[config.mk]
export PLATFORM = sky130hd
export DESIGN_NAME = tcu_counter_unit
export DESIGN_NICKNAME = d
export VERILOG_FILES = /design/src/verilog/tcu_pkg.sv /design/src/verilog/tcu_cmp_if.sv /design/src/verilog/tcu_compare_reg.sv /design/src/verilog/tcu_tick_gen.sv /design/src/verilog/tcu_counter_unit.sv
export VERILOG_INCLUDE_DIRS = /design/src /design/src/verilog
export SDC_FILE = /design/constraint.sdc
export NUM_CORES = 1
export LEC_CHECK = 0
export BUFFER_PORTS_ARGS = -buffer_cell sky130_fd_sc_hd__buf_2
export CAP_MARGIN = 25
export CORE_MARGIN = 2
export CORE_UTILIZATION = 57
export DETAILED_ROUTE_END_ITERATION = 10
export PLACE_DENSITY = 0.8
export SETUP_SLACK_MARGIN = 0.15
export SLEW_MARGIN = 40
export SYNTH_ARGS = -nofsm -noshare
export SYNTH_HDL_FRONTEND = slang
export SYNTH_SLANG_ARGS = --single-unit
[constraint.sdc]
create_clock -name pclk -period 4.45 [get_ports pclk]
set_clock_uncertainty 0.05 [all_clocks]
set_input_delay 0 -clock pclk [delete_from_list [all_inputs] [get_ports pclk]]
set_output_delay 0 -clock pclk [all_outputs]
set_load 0.1 [all_outputs]
[src/verilog/tcu_regs.svh]
// Register map, field positions and codes of the timer counter unit.
// Assumes inclusion by bare name from the design files.
`ifndef TCU_REGS_SVH
`define TCU_REGS_SVH
`define TCU_OFS_CTRL_A 8'h00
`define TCU_OFS_CTRL_B 8'h04
`define TCU_OFS_COUNT 8'h08
`define TCU_OFS_CMP_A 8'h0C
`define TCU_OFS_CMP_B 8'h10
`define TCU_OFS_MASK 8'h14
`define TCU_OFS_FLAG 8'h18
`define TCU_OFS_POWER 8'h1C
`define TCU_BOTTOM 8'h00
`define TCU_MAX 8'hFF
`define TCU_RST_BYTE 8'h00
`define TCU_FLAG_OVF 0
`define TCU_FLAG_CMPA 1
`define TCU_FLAG_CMPB 2
`define TCU_WGM2_BIT 3
`define TCU_PWR_BIT 0
`define TCU_CS_STOP 3'h0
`define TCU_CS_CLK1 3'h1
`define TCU_CS_DIV8 3'h2
`define TCU_CS_DIV64 3'h3
`define TCU_CS_DIV256 3'h4
`define TCU_CS_DIV1024 3'h5
`define TCU_CS_EXT_FALL 3'h6
`define TCU_CS_EXT_RISE 3'h7
`define TCU_MASK_DIV8 10'h007
`define TCU_MASK_DIV64 10'h03F
`define TCU_MASK_DIV256 10'h0FF
`define TCU_MASK_DIV1024 10'h3FF
`define TCU_WGM_NORMAL 3'h0
`define TCU_WGM_PC_MAX 3'h1
`define TCU_WGM_CTC 3'h2
`define TCU_WGM_FAST_MAX 3'h3
`define TCU_WGM_PC_CMPA 3'h5
`define TCU_WGM_FAST_CMPA 3'h7
`endif

[src/verilog/tcu_pkg.sv]
// Types shared by the timer counter unit modules.
// Assumes nothing beyond a SystemVerilog compiler.
package tcu_pkg;
  // Count sequence kinds decoded from the waveform mode field.
  typedef enum logic [1:0] {WAVE_NORMAL, WAVE_CLEAR, WAVE_FAST, WAVE_PHASE} tcu_wave_t;
  // Whole state of the counter unit top.
  typedef struct packed {
    logic [1:0] waveform_mode_low;
    logic waveform_mode_bit2;
    logic [2:0] clock_source_select;
    logic [7:0] counter_value;
    logic count_down;
    logic [2:0] timer_mask_reg;
    logic [2:0] timer_flag_reg;
    logic timer_power_off;
    logic block;
    logic [31:0] prdata;
    logic pready;
    logic pslverr;
    logic [2:0] irq;
    logic at_bottom;
    logic at_max;
    logic at_top;
  } tcu_state_t;
endpackage

[src/verilog/tcu_cmp_if.sv]
// Link between the counter unit and one compare register.
// Assumes both ends run on the same clock.
`timescale 1ns/100ps
`default_nettype none
interface tcu_cmp_if;
  logic buffered; // High when the mode uses double buffering.
  logic update; // Pulse that moves the buffer into the active value.
  logic wr; // Pulse that writes a new compare value.
  logic [7:0] wdata; // Value written by software.
  logic [7:0] active; // Value used by the comparator.
  logic [7:0] buffer; // Value software reads back.
  modport ctl(output buffered, update, wr, wdata, input active, buffer);
  modport cmp(input buffered, update, wr, wdata, output active, buffer);
endinterface
`default_nettype wire

[src/verilog/tcu_compare_reg.sv]
// Double-buffered compare value register.
// Assumes write and update pulses last one pclk cycle.
`timescale 1ns/100ps
`default_nettype none
`include "tcu_regs.svh"
module tcu_compare_reg
  import tcu_pkg::*;
(
  input wire logic pclk, // System clock.
  input wire logic presetn, // Asynchronous reset, active low.
  tcu_cmp_if.cmp bus // Link to the counter unit.
);
  // State of one compare register.
  typedef struct packed {
    logic [7:0] active;
    logic [7:0] buffer;
  } tcu_cmp_state_t;
  tcu_cmp_state_t s; // Registered state.
  tcu_cmp_state_t next_s; // Next state.

  // A write lands in the buffer; it reaches the comparator at once only
  // when buffering is off, otherwise at the next update point.
  always_comb begin
    next_s = s;
    if (bus.wr) begin
      next_s.buffer = bus.wdata;
      if (!bus.buffered) begin
        next_s.active = bus.wdata;
      end
    end
    if (bus.buffered && bus.update) begin
      next_s.active = next_s.buffer;
    end
  end

  // Registers the state.
  always_ff @(posedge pclk or negedge presetn) begin
    if (!presetn) begin
      s <= '{active: `TCU_RST_BYTE, buffer: `TCU_RST_BYTE};
    end else begin
      s <= next_s;
    end
  end

  assign bus.active = s.active;
  assign bus.buffer = s.buffer;
endmodule
`default_nettype wire

[src/verilog/tcu_tick_gen.sv]
// Clock-select logic: prescaler and external pin edge detector.
// Assumes the external pin is asynchronous to pclk.
`timescale 1ns/100ps
`default_nettype none
`include "tcu_regs.svh"
module tcu_tick_gen
  import tcu_pkg::*;
(
  input wire logic pclk, // System clock.
  input wire logic presetn, // Asynchronous reset, active low.
  input wire logic [2:0] clock_source_select, // Source and edge choice.
  input wire logic timer_power_off, // Holds the timer disabled.
  input wire logic external_count_input, // Asynchronous count pin.
  output logic timer_tick // One-cycle tick pulse.
);
  // State of the tick generator.
  typedef struct packed {
    logic sync1;
    logic sync2;
    logic last;
    logic [9:0] pre;
    logic tick;
  } tcu_tick_state_t;
  tcu_tick_state_t s; // Registered state.
  tcu_tick_state_t next_s; // Next state.

  // Chooses one tick source; only the second sync stage is read.
  always_comb begin
    next_s = s;
    next_s.sync1 = external_count_input;
    next_s.sync2 = s.sync1;
    next_s.last = s.sync2;
    next_s.pre = s.pre + 10'h001;
    case (clock_source_select)
      `TCU_CS_CLK1: next_s.tick = 1'b1;
      `TCU_CS_DIV8: next_s.tick = (s.pre & `TCU_MASK_DIV8) == `TCU_MASK_DIV8;
      `TCU_CS_DIV64: next_s.tick = (s.pre & `TCU_MASK_DIV64) == `TCU_MASK_DIV64;
      `TCU_CS_DIV256: next_s.tick = (s.pre & `TCU_MASK_DIV256) == `TCU_MASK_DIV256;
      `TCU_CS_DIV1024: next_s.tick = s.pre == `TCU_MASK_DIV1024;
      `TCU_CS_EXT_FALL: next_s.tick = s.last && !s.sync2;
      `TCU_CS_EXT_RISE: next_s.tick = s.sync2 && !s.last;
      default: next_s.tick = 1'b0;
    endcase
    if (timer_power_off) begin
      next_s.tick = 1'b0;
      next_s.pre = 10'h000;
    end
  end

  // Registers the state.
  always_ff @(posedge pclk or negedge presetn) begin
    if (!presetn) begin
      s <= '0;
    end else begin
      s <= next_s;
    end
  end

  assign timer_tick = s.tick;
endmodule
`default_nettype wire

[src/verilog/tcu_counter_unit.sv]
// Counter unit of an 8-bit timer with two compare registers, APB slave.
// Assumes an APB master on pclk and an asynchronous count pin.
//
// Functional notes
// - Counter and compare registers are 8 bits.
// - Bottom is indicated when counter becomes zero.
// - Max is indicated when counter becomes 255.
// - Top is 255 or compare A per mode.
// - Tick source and edge chosen by clock select.
// - Clock select zero stops all ticks.
// - CPU reads and writes counter at any time.
// - CPU counter write beats clear or count.
// - Each tick clears or steps counter by one.
// - Three-bit mode split across both control registers.
// - Overflow flag set where the mode defines.
// - Compare registers matched against counter, flags set.
// - Both compare registers are double buffered in the PWM modes.
// - Three flags, each with its own mask bit.
// - Mode zero counts up, wraps, overflows at zero.
// - Mode two clears counter on compare A match.
// - Compare flag set on tick after match.
// - Counter write blocks compares on next tick.
//
// Design decisions made here: the register offsets and the APB slave port.
`timescale 1ns/100ps
`default_nettype none
`include "tcu_regs.svh"
module tcu_counter_unit
  import tcu_pkg::*;
(
  input wire logic pclk, // System clock, 50 MHz.
  input wire logic presetn, // Asynchronous reset, active low.
  input wire logic psel, // APB select.
  input wire logic penable, // APB enable.
  input wire logic pwrite, // APB direction, high for write.
  input wire logic [7:0] paddr, // APB byte address.
  input wire logic [31:0] pwdata, // APB write data.
  output logic [31:0] prdata, // APB read data.
  output logic pready, // APB ready.
  output logic pslverr, // APB error for unmapped address.
  input wire logic external_count_input, // External count pin.
  output logic [2:0] timer_irq_req, // Masked flags: ovf, cmp A, cmp B.
  output logic counter_at_bottom, // Counter holds zero.
  output logic counter_at_max, // Counter holds 255.
  output logic counter_at_top // Counter holds the mode's top.
);
  tcu_state_t s; // Registered state.
  tcu_state_t next_s; // Next state.
  logic timer_tick; // Tick from the clock-select logic.
  tcu_wave_t wave; // Decoded count sequence.
  logic top_from_cmpa; // Top comes from compare A.
  logic [7:0] top; // Current top value.
  logic [2:0] mode; // Whole waveform mode field.
  logic apb_setup; // Setup phase of a transfer.
  logic apb_done; // Transfer completes at this edge.
  logic wr_any; // Write completes at this edge.
  logic wr_count; // Software writes the counter.
  logic [31:0] read_mux; // Read value for the addressed register.
  logic mapped; // Address hits a register.
  logic [2:0] flag_set; // Hardware flag events.
  logic [2:0] flag_clr; // Software write-one-to-clear.
  logic update_buf; // Moment that moves compare buffers into active values.
  logic [7:0] count_step; // Counter after the tick.
  logic [7:0] cmp_active [2]; // Active compare values.
  logic [7:0] cmp_buffer [2]; // Readable compare values.
  tcu_cmp_if cmp_bus[2] (); // Links to the compare registers.

  // Clock-select logic with prescaler and pin synchroniser.
  tcu_tick_gen u_tick (
    .pclk(pclk),
    .presetn(presetn),
    .clock_source_select(s.clock_source_select),
    .timer_power_off(s.timer_power_off),
    .external_count_input(external_count_input),
    .timer_tick(timer_tick)
  );

  // One compare register per channel, written by its own offset.
  for (genvar i = 0; i < 2; i++) begin : g_cmp
    tcu_compare_reg u_cmp (
      .pclk(pclk),
      .presetn(presetn),
      .bus(cmp_bus[i])
    );
    // Buffering is used in every PWM kind of mode.
    assign cmp_bus[i].buffered = (wave == WAVE_FAST) || (wave == WAVE_PHASE);
    assign cmp_bus[i].update = update_buf;
    assign cmp_bus[i].wr = wr_any &&
      (paddr == ((i == 0) ? `TCU_OFS_CMP_A : `TCU_OFS_CMP_B));
    assign cmp_bus[i].wdata = pwdata[7:0];
    assign cmp_active[i] = cmp_bus[i].active;
    assign cmp_buffer[i] = cmp_bus[i].buffer;
  end

  // Decodes the mode field into a sequence kind and a top source.
  always_comb begin
    mode = {s.waveform_mode_bit2, s.waveform_mode_low};
    top_from_cmpa = 1'b0;
    case (mode)
      `TCU_WGM_NORMAL: wave = WAVE_NORMAL;
      `TCU_WGM_CTC: begin
        wave = WAVE_CLEAR;
        top_from_cmpa = 1'b1;
      end
      `TCU_WGM_FAST_MAX: wave = WAVE_FAST;
      `TCU_WGM_PC_MAX: wave = WAVE_PHASE;
      `TCU_WGM_FAST_CMPA: begin
        wave = WAVE_FAST;
        top_from_cmpa = 1'b1;
      end
      `TCU_WGM_PC_CMPA: begin
        wave = WAVE_PHASE;
        top_from_cmpa = 1'b1;
      end
      default: wave = WAVE_NORMAL; // Reserved codes count as normal.
    endcase
    top = top_from_cmpa ? cmp_active[0] : `TCU_MAX;
  end

  // Decodes the APB access and builds the read value.
  always_comb begin
    apb_setup = psel && !penable;
    apb_done = psel && penable && s.pready;
    wr_any = apb_done && pwrite;
    wr_count = wr_any && (paddr == `TCU_OFS_COUNT);
    mapped = 1'b1;
    read_mux = 32'h0000_0000;
    case (paddr)
      `TCU_OFS_CTRL_A: read_mux[1:0] = s.waveform_mode_low;
      `TCU_OFS_CTRL_B: read_mux[3:0] = {s.waveform_mode_bit2, s.clock_source_select};
      `TCU_OFS_COUNT: read_mux[7:0] = s.counter_value;
      `TCU_OFS_CMP_A: read_mux[7:0] = cmp_buffer[0];
      `TCU_OFS_CMP_B: read_mux[7:0] = cmp_buffer[1];
      `TCU_OFS_MASK: read_mux[2:0] = s.timer_mask_reg;
      `TCU_OFS_FLAG: read_mux[2:0] = s.timer_flag_reg;
      `TCU_OFS_POWER: read_mux[`TCU_PWR_BIT] = s.timer_power_off;
      default: mapped = 1'b0; // Unmapped reads zero with an error.
    endcase
  end

  // Next state: registers, counting, flags and status outputs.
  always_comb begin
    next_s = s;
    flag_set = 3'h0;
    update_buf = 1'b0;
    count_step = s.counter_value;
    // Ready rises one cycle after setup, so no transfer has a wait state.
    next_s.pready = apb_setup;
    if (apb_setup) begin
      next_s.prdata = read_mux;
      next_s.pslverr = !mapped;
    end
    // Counting happens only on a tick; otherwise the value holds.
    if (timer_tick) begin
      case (wave)
        WAVE_NORMAL: begin
          count_step = s.counter_value + 8'h01;
          flag_set[`TCU_FLAG_OVF] = s.counter_value == `TCU_MAX;
        end
        WAVE_CLEAR: begin
          if (s.counter_value == top) begin
            count_step = `TCU_BOTTOM;
          end else begin
            count_step = s.counter_value + 8'h01;
          end
          flag_set[`TCU_FLAG_OVF] = s.counter_value == `TCU_MAX;
        end
        WAVE_FAST: begin
          if (s.counter_value == top) begin
            count_step = `TCU_BOTTOM;
            update_buf = 1'b1;
          end else begin
            count_step = s.counter_value + 8'h01;
          end
          flag_set[`TCU_FLAG_OVF] = s.counter_value == top;
        end
        WAVE_PHASE: begin
          if (!s.count_down) begin
            if (s.counter_value == top) begin
              next_s.count_down = 1'b1;
              count_step = s.counter_value - 8'h01;
              update_buf = 1'b1;
            end else begin
              count_step = s.counter_value + 8'h01;
            end
          end else if (s.counter_value == `TCU_BOTTOM) begin
            next_s.count_down = 1'b0;
            count_step = s.counter_value + 8'h01;
            flag_set[`TCU_FLAG_OVF] = 1'b1;
          end else begin
            count_step = s.counter_value - 8'h01;
          end
        end
        default: count_step = s.counter_value;
      endcase
      // A match seen before this tick sets its flag now, unless blocked.
      if (!s.block) begin
        flag_set[`TCU_FLAG_CMPA] = s.counter_value == cmp_active[0];
        flag_set[`TCU_FLAG_CMPB] = s.counter_value == cmp_active[1];
      end
      next_s.block = 1'b0;
    end
    if (wave != WAVE_PHASE) begin
      next_s.count_down = 1'b0;
    end
    next_s.counter_value = count_step;
    // Software writes win over any count in the same cycle.
    if (wr_count) begin
      next_s.counter_value = pwdata[7:0];
      next_s.block = 1'b1;
    end
    if (wr_any) begin
      case (paddr)
        `TCU_OFS_CTRL_A: next_s.waveform_mode_low = pwdata[1:0];
        `TCU_OFS_CTRL_B: begin
          next_s.clock_source_select = pwdata[2:0];
          next_s.waveform_mode_bit2 = pwdata[`TCU_WGM2_BIT];
        end
        `TCU_OFS_MASK: next_s.timer_mask_reg = pwdata[2:0];
        `TCU_OFS_POWER: next_s.timer_power_off = pwdata[`TCU_PWR_BIT];
        default: next_s.timer_mask_reg = s.timer_mask_reg;
      endcase
    end
    // Flags clear by writing one; a same-cycle event keeps its flag.
    flag_clr = (wr_any && paddr == `TCU_OFS_FLAG) ? pwdata[2:0] : 3'h0;
    next_s.timer_flag_reg = (s.timer_flag_reg & ~flag_clr) | flag_set;
    next_s.irq = next_s.timer_flag_reg & next_s.timer_mask_reg;
    next_s.at_bottom = next_s.counter_value == `TCU_BOTTOM;
    next_s.at_max = next_s.counter_value == `TCU_MAX;
    next_s.at_top = next_s.counter_value == top;
  end

  // Registers the whole state.
  always_ff @(posedge pclk or negedge presetn) begin
    if (!presetn) begin
      s <= '0;
    end else begin
      s <= next_s;
    end
  end

  assign prdata = s.prdata;
  assign pready = s.pready;
  assign pslverr = s.pslverr;
  assign timer_irq_req = s.irq;
  assign counter_at_bottom = s.at_bottom;
  assign counter_at_max = s.at_max;
  assign counter_at_top = s.at_top;
endmodule
`default_nettype wire

==> results.md, run 1 <==
- Mapped cell area: 0.00528 mm^2
- Internal: 1240 uW
- Ratio of final minimum period to clock period: 81.8%
- Sw Ratio: 31.6%
- Main combinational cell family by area after synthesis: simple AND/OR/NAND/NOR gates
- Hold Vio Cnt, Final: 0
- CP Cell Sequence: or3b_1 > o21a_1 > ha_1 > inv_1 > nand2_1 > nor2_1 > nand3_1 > or3_1 > nand2_1 > xor2_1 > or4_1 > a2111oi_2
- Placer Congestion: 0.910
- Tot GR Track Use: 25.8%
- # rows: 35
- CP dominant cell by count: nand2_1
- Synth area leader: dfrtp_1
- Vias: 4133
- Worst EP arrival: 3.85 ns
- Number of synthesized flops with an enable pin: 0
- Status: complete, no violations
- Logic pwr share: 18.9%
- CP Buf/Inv Count: 1
- Seq pwr share: 48.1%
- Crit path time final: 3.64 ns
- Crit-path max FO: 12
- Top-area cell type share of the netlist area: 40.3%
- Initial Util: 58.0%
- TritonCTS clock tree: built
- Clock buffer depth: 2
- H-tree Lvls: 3
- Layout cell share with drive strength beyond 1: 19.3%
- CP top delay family: simple AND/OR/NAND/NOR gates
- Die X: 100 um
- Xor-xnor portion of the synthesized cell area: 5.80%
- Cell variety after synth: 69
- Core area: 0.00911 mm^2
- CTS clk-pin slew, worst paths: 0.08 ns
- Simple-gate share of the synthesized area: 17.5%
- Slowest cell on crit path: dfrtp_1
- Worst Path Required: 4.66 ns
- First-pass GRT wire length: 20200 um
- Die height: 100 um
- Final setup vio count: 0
- Detailed Route Iter0 Violations: 323
- RSZ-0062 raised after global routing: false
- Mapped Cells: 546
- Worst setup path class: flip-flop to flip-flop
- Sequential-to-total area share from yosys stat: 40.3%
- Max transition margin: 45.2%
- Pre-CTS setup slack: 0.854 ns
- Post-synth top flop: dfrtp_1
- Synth Area in Adders: 1.89%
- Top cells by count, synth: 85 x dfrtp_1, 45 x nor2_1, 42 x mux2_2, 42 x nand2_1, 36 x buf_4
- VDD IR max: 0.157 mV
- Syn avg cell area: 9.68 um^2
- R2R Setup Slk: 0.81 ns
- Top-count cell post-synth: dfrtp_1
- Largest net degree at the start of global routing: 86
- Routed Antenna Nets: 0
- Worst setup SP type: flip-flop
- Max-slew violation count: 0
- Crit. End Element: flip-flop
- Worst slew pin tran: 0.822 ns
- Worst-Skew Late Latency: 0.36 ns
- YS warnings: 0
- Port bufs: 37
- Layout area overhead: 6.68%
- Vias per cell: 6.08
- Lkg Pwr: 0.00264 uW
- Router iterations before antenna repair: 5
- Drt drc: 0
- Initial antenna violation count: 0
- Fmax: 275 MHz
- CTS Buf Count: 9
- Non-filler cells, final: 680
- CP max stage delay: 0.52 ns
- Net switching power figure: 574 uW
- Clock sinks: 85
- Synth area leaders: dfrtp_1 40%, mux2_2 9.0%, buf_4 5.1%
- Post-Place Cells: 654
- Overflow after GRT: 0
- Clk pwr share: 33.0%
- Clock root buffer: clkbuf_8
- Synth Register Bits: 85
- Share of flip-flops with an asynchronous set or reset: 100%
- DP HPWL: 8650 um
- Final wirelength: 12200 um
- Final WS setup: 0.808 ns
- Vias in the first global route: 4083
- Antenna diodes: 0
- Compound-Gate Fraction of Synth Area: 13.1%
- Io pins: 86
- # nets final: 618
- Die ar.: 0.0101 mm^2
- Multiplexer share of the synthesized area: 12.5%
- Max-cap violations: 0
- Setup TNS after final layout: 0 ns
- Postcts setup bufs: 0
- Power Dens Cells: 322 mW/mm^2
- Tightest Hold Check Type: input pin to flip-flop
- Drt wl/cell: 17.9 um
-- power by group through the flow --
stage,logic (uW),clock network (uW),registers [uW]
3_3_place_gp,321,0,883
5_1_grt,374,636,879
6_report,343,599,872
4_1_cts,343,607,871
3_5_place_dp,334,0,886
2_1_floorplan,296,0,860
-- worst reg2reg max path, cell delays in order (launching register included) --
cell	delay, ns
dfrtp_1	0.52
or3b_1	0.46
o21a_1	0.16
ha_1	0.29
inv_1	0.20
nand2_1	0.12
nor2_1	0.20
nand3_1	0.09
or3_1	0.32
nand2_1	0.21
xor2_1	0.10
or4_1	0.43
a2111oi_2	0.37
-- layout by cell type, fill, tap and decap left out, types with 10 or more instances in the layout --
cell / Yosys / layout
xnor2_1: 13 / 13
a31oi_1: 11 / 11
a21oi_1: 13 / 13
mux2_2: 42 / 42
dfrtp_1: 85 / 85
nor3_1: 11 / 11
o21ai_0: 27 / 27
nand3_1: 16 / 16
dlygate4sd3_1: 0 / 10
conb_1: 1 / 24
clkbuf_8: 0 / 10
nor2_1: 45 / 45
inv_1: 18 / 18
buf_2: 6 / 36
xor2_1: 22 / 22
nand2_1: 42 / 42
mux2i_1: 12 / 12
-- area by class of cell --
type	count	area, um^2
clock buffers	11	131
clock inverters	5	85.1
fillers	767	3470
inverters	18	67.6
multi-input cells	401	2780
flip-flops and latches	85	2130
well taps	111	139
repair buffers	49	309
-- routing by layer --
metal	GRT usage, %	up-vias	routed length [um]
met3	4.25	34	879
met2	41.6	166	5840
met4	10.2	0	316
met1	34.9	2008	5160
met5	0	-	0
li1	-	1925	-
-- final timing paths --
| check | cells after the start | start | to |
|---|---|---|---|
| max in group asynchronous | 2 | presetn | g_cmp[1].u_cmp.bus.active[6] |
| max | 12 | mode[0] | counter_at_top |
| min in group asynchronous | 2 | presetn | timer_irq_req[0] |
| max reg2reg | 12 | mode[0] | counter_at_top |
| min | 4 | paddr[5] | prdata[1] |
| min reg2reg | 0 | u_tick.next_s[12] | u_tick.next_s[11] |
-- registers in the layout, summed over array words and instances (netlist names) --
name / cells
u_tick.next_s: 2
u_tick.s: 11
counter_at_bottom: 1
prdata: 8
g_cmp.u_cmp.bus.active: 16
timer_irq_req: 3
g_cmp.u_cmp.bus.buffer: 16
u_tick.timer_tick: 1
counter_at_top: 1
pslverr: 1
mode: 3
pready: 1
counter_at_max: 1
s: 20
-- logic make-up after synthesis --
family,count (synthesis)
mux,57
fa+ha+maj,8
other cells,1
simple gates,176
xor+xnor,35
compound gates,101
buf+inv,83
flops,85
-- repair_timing --
item	CTS	global route
hold endpoints to repair	114	0
resized for setup	0	0
setup endpoints to repair	0	0
hold buffers	10	0
-- per-stage QoR --
step | hold slack [ns] | instance area (um^2) | total power, uW | utilization [%]
3_5_place_dp | 0.0597 | 5310 | 1220 | 58.3
4_1_cts | 0.0353 | 5630 | 1820 | 61.8
2_1_floorplan | -0.346 | 5370 | 1160 | -
6_report | 0.0344 | 5640 | 1810 | 61.9
5_1_grt | 0.0612 | 5640 | 1890 | 61.9
3_3_place_gp | 0.0613 | 5310 | 1200 | 58.3
No activity file was read; power rests on OpenSTA's default activity.
==> run 2: changes to the inputs <==
==> constraint.sdc (replaced) <==
create_clock -name pclk -period 3.7 [get_ports pclk]
set_clock_uncertainty 0.05 [all_clocks]
set_input_delay 0 -clock pclk [delete_from_list [all_inputs] [get_ports pclk]]
set_output_delay 0 -clock pclk [all_outputs]
set_load 0.1 [all_outputs]
==> run 2 against run 1 <==
Against the previous run: first-iteration DRC count shrank 2.8%; non-clock buffer count grew 19; flip-flop and latch count is the same; critical path type unchanged; highest routed layer unchanged.
==> results.md, run 2 (synthesized netlist as in run 1, its figures left out) <==
- CP dominant cell by count: mux2i_1
- Most frequent cells in the layout: 82 x dfrtp_1, 44 x nor2_1, 42 x mux2_2
- Slowest cell on crit path: or4_1
- Detailed Route Iter0 Violations: 314 (-2.8%)
- TritonCTS clock tree: built
- Routed Antenna Nets: 0 (unchanged)
- Final setup vio count: 0 (unchanged)
- Max transition margin: 46.6% (+1.3 points)
- # rows: 35 (unchanged)
- CTS Buf Count: 9 (unchanged)
- Worst EP arrival: 3.66 ns (-0.19 ns)
- Overflow after GRT: 0 (unchanged)
- Net switching power figure: 716 uW (+25%)
- Max-cap violations: 0 (unchanged)
- Tightest Hold Check Type: input pin to flip-flop
- DP HPWL: 9240 um (+6.8%)
- Tot GR Track Use: 27.0% (+1.3 points)
- Layout area overhead: 9.09%
- Worst Path Required: 3.90 ns (-0.76 ns)
- Die height: 100 um (unchanged)
- Vias in the first global route: 4171 (+2.2%)
- Vias per cell: 6.13 (+0.81%)
- Die X: 100 um (unchanged)
- First-pass GRT wire length: 21000 um (+4.1%)
- RSZ-0062 raised after global routing: false
- Top reg by flops: s
- Max-slew violation count: 0 (unchanged)
- Sw Ratio: 34.4% (+2.8 points)
- Hold Vio Cnt, Final: 0 (unchanged)
- Crit-path max FO: 10 (-2)
- Largest register FFs: 20 (unchanged)
- H-tree Lvls: 3 (unchanged)
- Initial Util: 58.0% (unchanged)
- Crit. End Element: flip-flop
- Layout cell share with drive strength beyond 1: 23.3% (+4.0 points)
- Crit path time final: 3.45 ns (-0.188 ns)
- CP Buf/Inv Count: 0 (-1)
- Final wirelength: 12800 um (+5.2%)
- Lkg Pwr: 0.00270 uW (+2.0%)
- Worst setup path class: flip-flop to flip-flop
- Commonest non-fill, non-tap cell in the layout: dfrtp_1
- Status: complete, no violations
- Clock sinks: 85 (unchanged)
- Setup TNS after final layout: 0 ns (unchanged)
- CTS clk-pin slew, worst paths: 0.09 ns (about the same)
- Placer Congestion: 0.960 (+5.5%)
- Port bufs: 37 (unchanged)
- Initial antenna violation count: 0 (unchanged)
- CP top delay family: simple AND/OR/NAND/NOR gates
- Vias: 4283 (+3.6%)
- Die ar.: 0.0101 mm^2 (unchanged)
- Clock root buffer: clkbuf_8
- Ratio of final minimum period to clock period: 93.4% (+12 points)
- Seq pwr share: 50.1% (+2.0 points)
- # nets final: 637 (+3.1%)
- Worst setup SP type: flip-flop
- Internal: 1360 uW (+10%)
- Power Dens Cells: 361 mW/mm^2 (+12%)
- Logic pwr share: 20.8% (+1.9 points)
- Fmax: 289 MHz (+5.4%)
- Router iterations before antenna repair: 5 (unchanged)
- Post-layout util: 63.3% (+1.4 points)
- Antenna diodes: 0 (unchanged)
- Clock buffer depth: 2 (unchanged)
- Drt wl/cell: 18.4 um (+2.4%)
- Core area: 0.00911 mm^2 (unchanged)
- VDD IR max: 0.167 mV (+6.3%)
- CP Cell Sequence: or3b_1 > nand2_2 > a32o_1 > and4_4 > o21bai_4 > mux2i_1 > mux2i_1 > a31oi_2 > or4_1 > a2111oi_2
- Worst slew pin tran: 0.799 ns (-0.0230 ns)
- Drt drc: 0 (unchanged)
- Worst-Skew Late Latency: 0.37 ns (about the same)
- Largest net degree at the start of global routing: 86 (unchanged)
- CP max stage delay: 0.53 ns (about the same)
- Io pins: 86 (unchanged)
- Clk pwr share: 29.1% (-3.9 points)
run 2: cell count changes in the layout (fill, tap and decap cells not counted), moves of 2 or more:
cell and change:
dfrtp_2 +3, dfrtp_1 -3, bufinv_16 -2, buf_4 +19, clkinvlp_4 +2
run 2: cell type report:
type                       instances  area (um^2)
tap                              111          139
multi-input combinational        401         2800
inverter                          18         67.6
timing repair buffer              68          452
sequential                        85         2130
clock inverter                     6         48.8
clock buffer                      10          128
fill                             770         3340
run 2: repair_timing:
item                       CTS  global route
hold buffers                10             0
setup buffers                0             4
gates resized for setup      0            10
hold endpoints to repair   114             0
setup endpoints to repair    0             1
run 2: worst paths after layout:
kind                                        start           endpoint  slack, ns  depth (start not counted)
worst max-delay path                      mode[2]     counter_at_top       0.25                         10
worst min-delay path                     paddr[5]          prdata[0]       0.04                          4
worst max register to register            mode[2]     counter_at_top       0.25                         10
worst min register to register  u_tick.next_s[12]  u_tick.next_s[11]       0.30                          0
max in group asynchronous                 presetn              s[51]       2.94                          2
min in group asynchronous                 presetn              s[48]       0.17                          2
run 2: power groups by stage:
stage                     Combinational [uW]  Clock (uW)  Sequential (uW)
after CTS                                432         614             1040
after global routing                     470         650             1050
after floorplan                          357           0             1030
after detailed placement                 419           0             1060
final                                    434         605             1040
after global placement                   402           0             1050
run 2: tightest hold or removal path, stage by stage:
cell	delay, ns
buf_2	0.12
nor2_1	0.10
nand2_1	0.11
o21ai_0	0.09
run 2: per-layer routing:
layer  GRT usage, %  part of all wire [%]  routed length [um]  vias to the layer above
met3           5.78                   5.4                 692                       30
met2           43.9                    49                6300                      161
li1               -                     -                   -                     1958
met5              0                     0                   0                        -
met4           10.6                   2.5                 319                        0
met1           35.5                    43                5520                     2134
run 2: stage by stage:
step           std cells  power (uW)  hold WS, ns  setup slack [ns]  cell area, um^2
3_5_place_dp         669        1480       0.0656             0.170             5430
3_3_place_gp         669        1460       0.0624             0.268             5420
2_1_floorplan        569        1390       -0.346             0.627             5370
4_1_cts              695        2090       0.0184             0.171             5700
5_1_grt              699        2170       0.0780             0.112             5760
6_report             699        2080       0.0435             0.245             5760
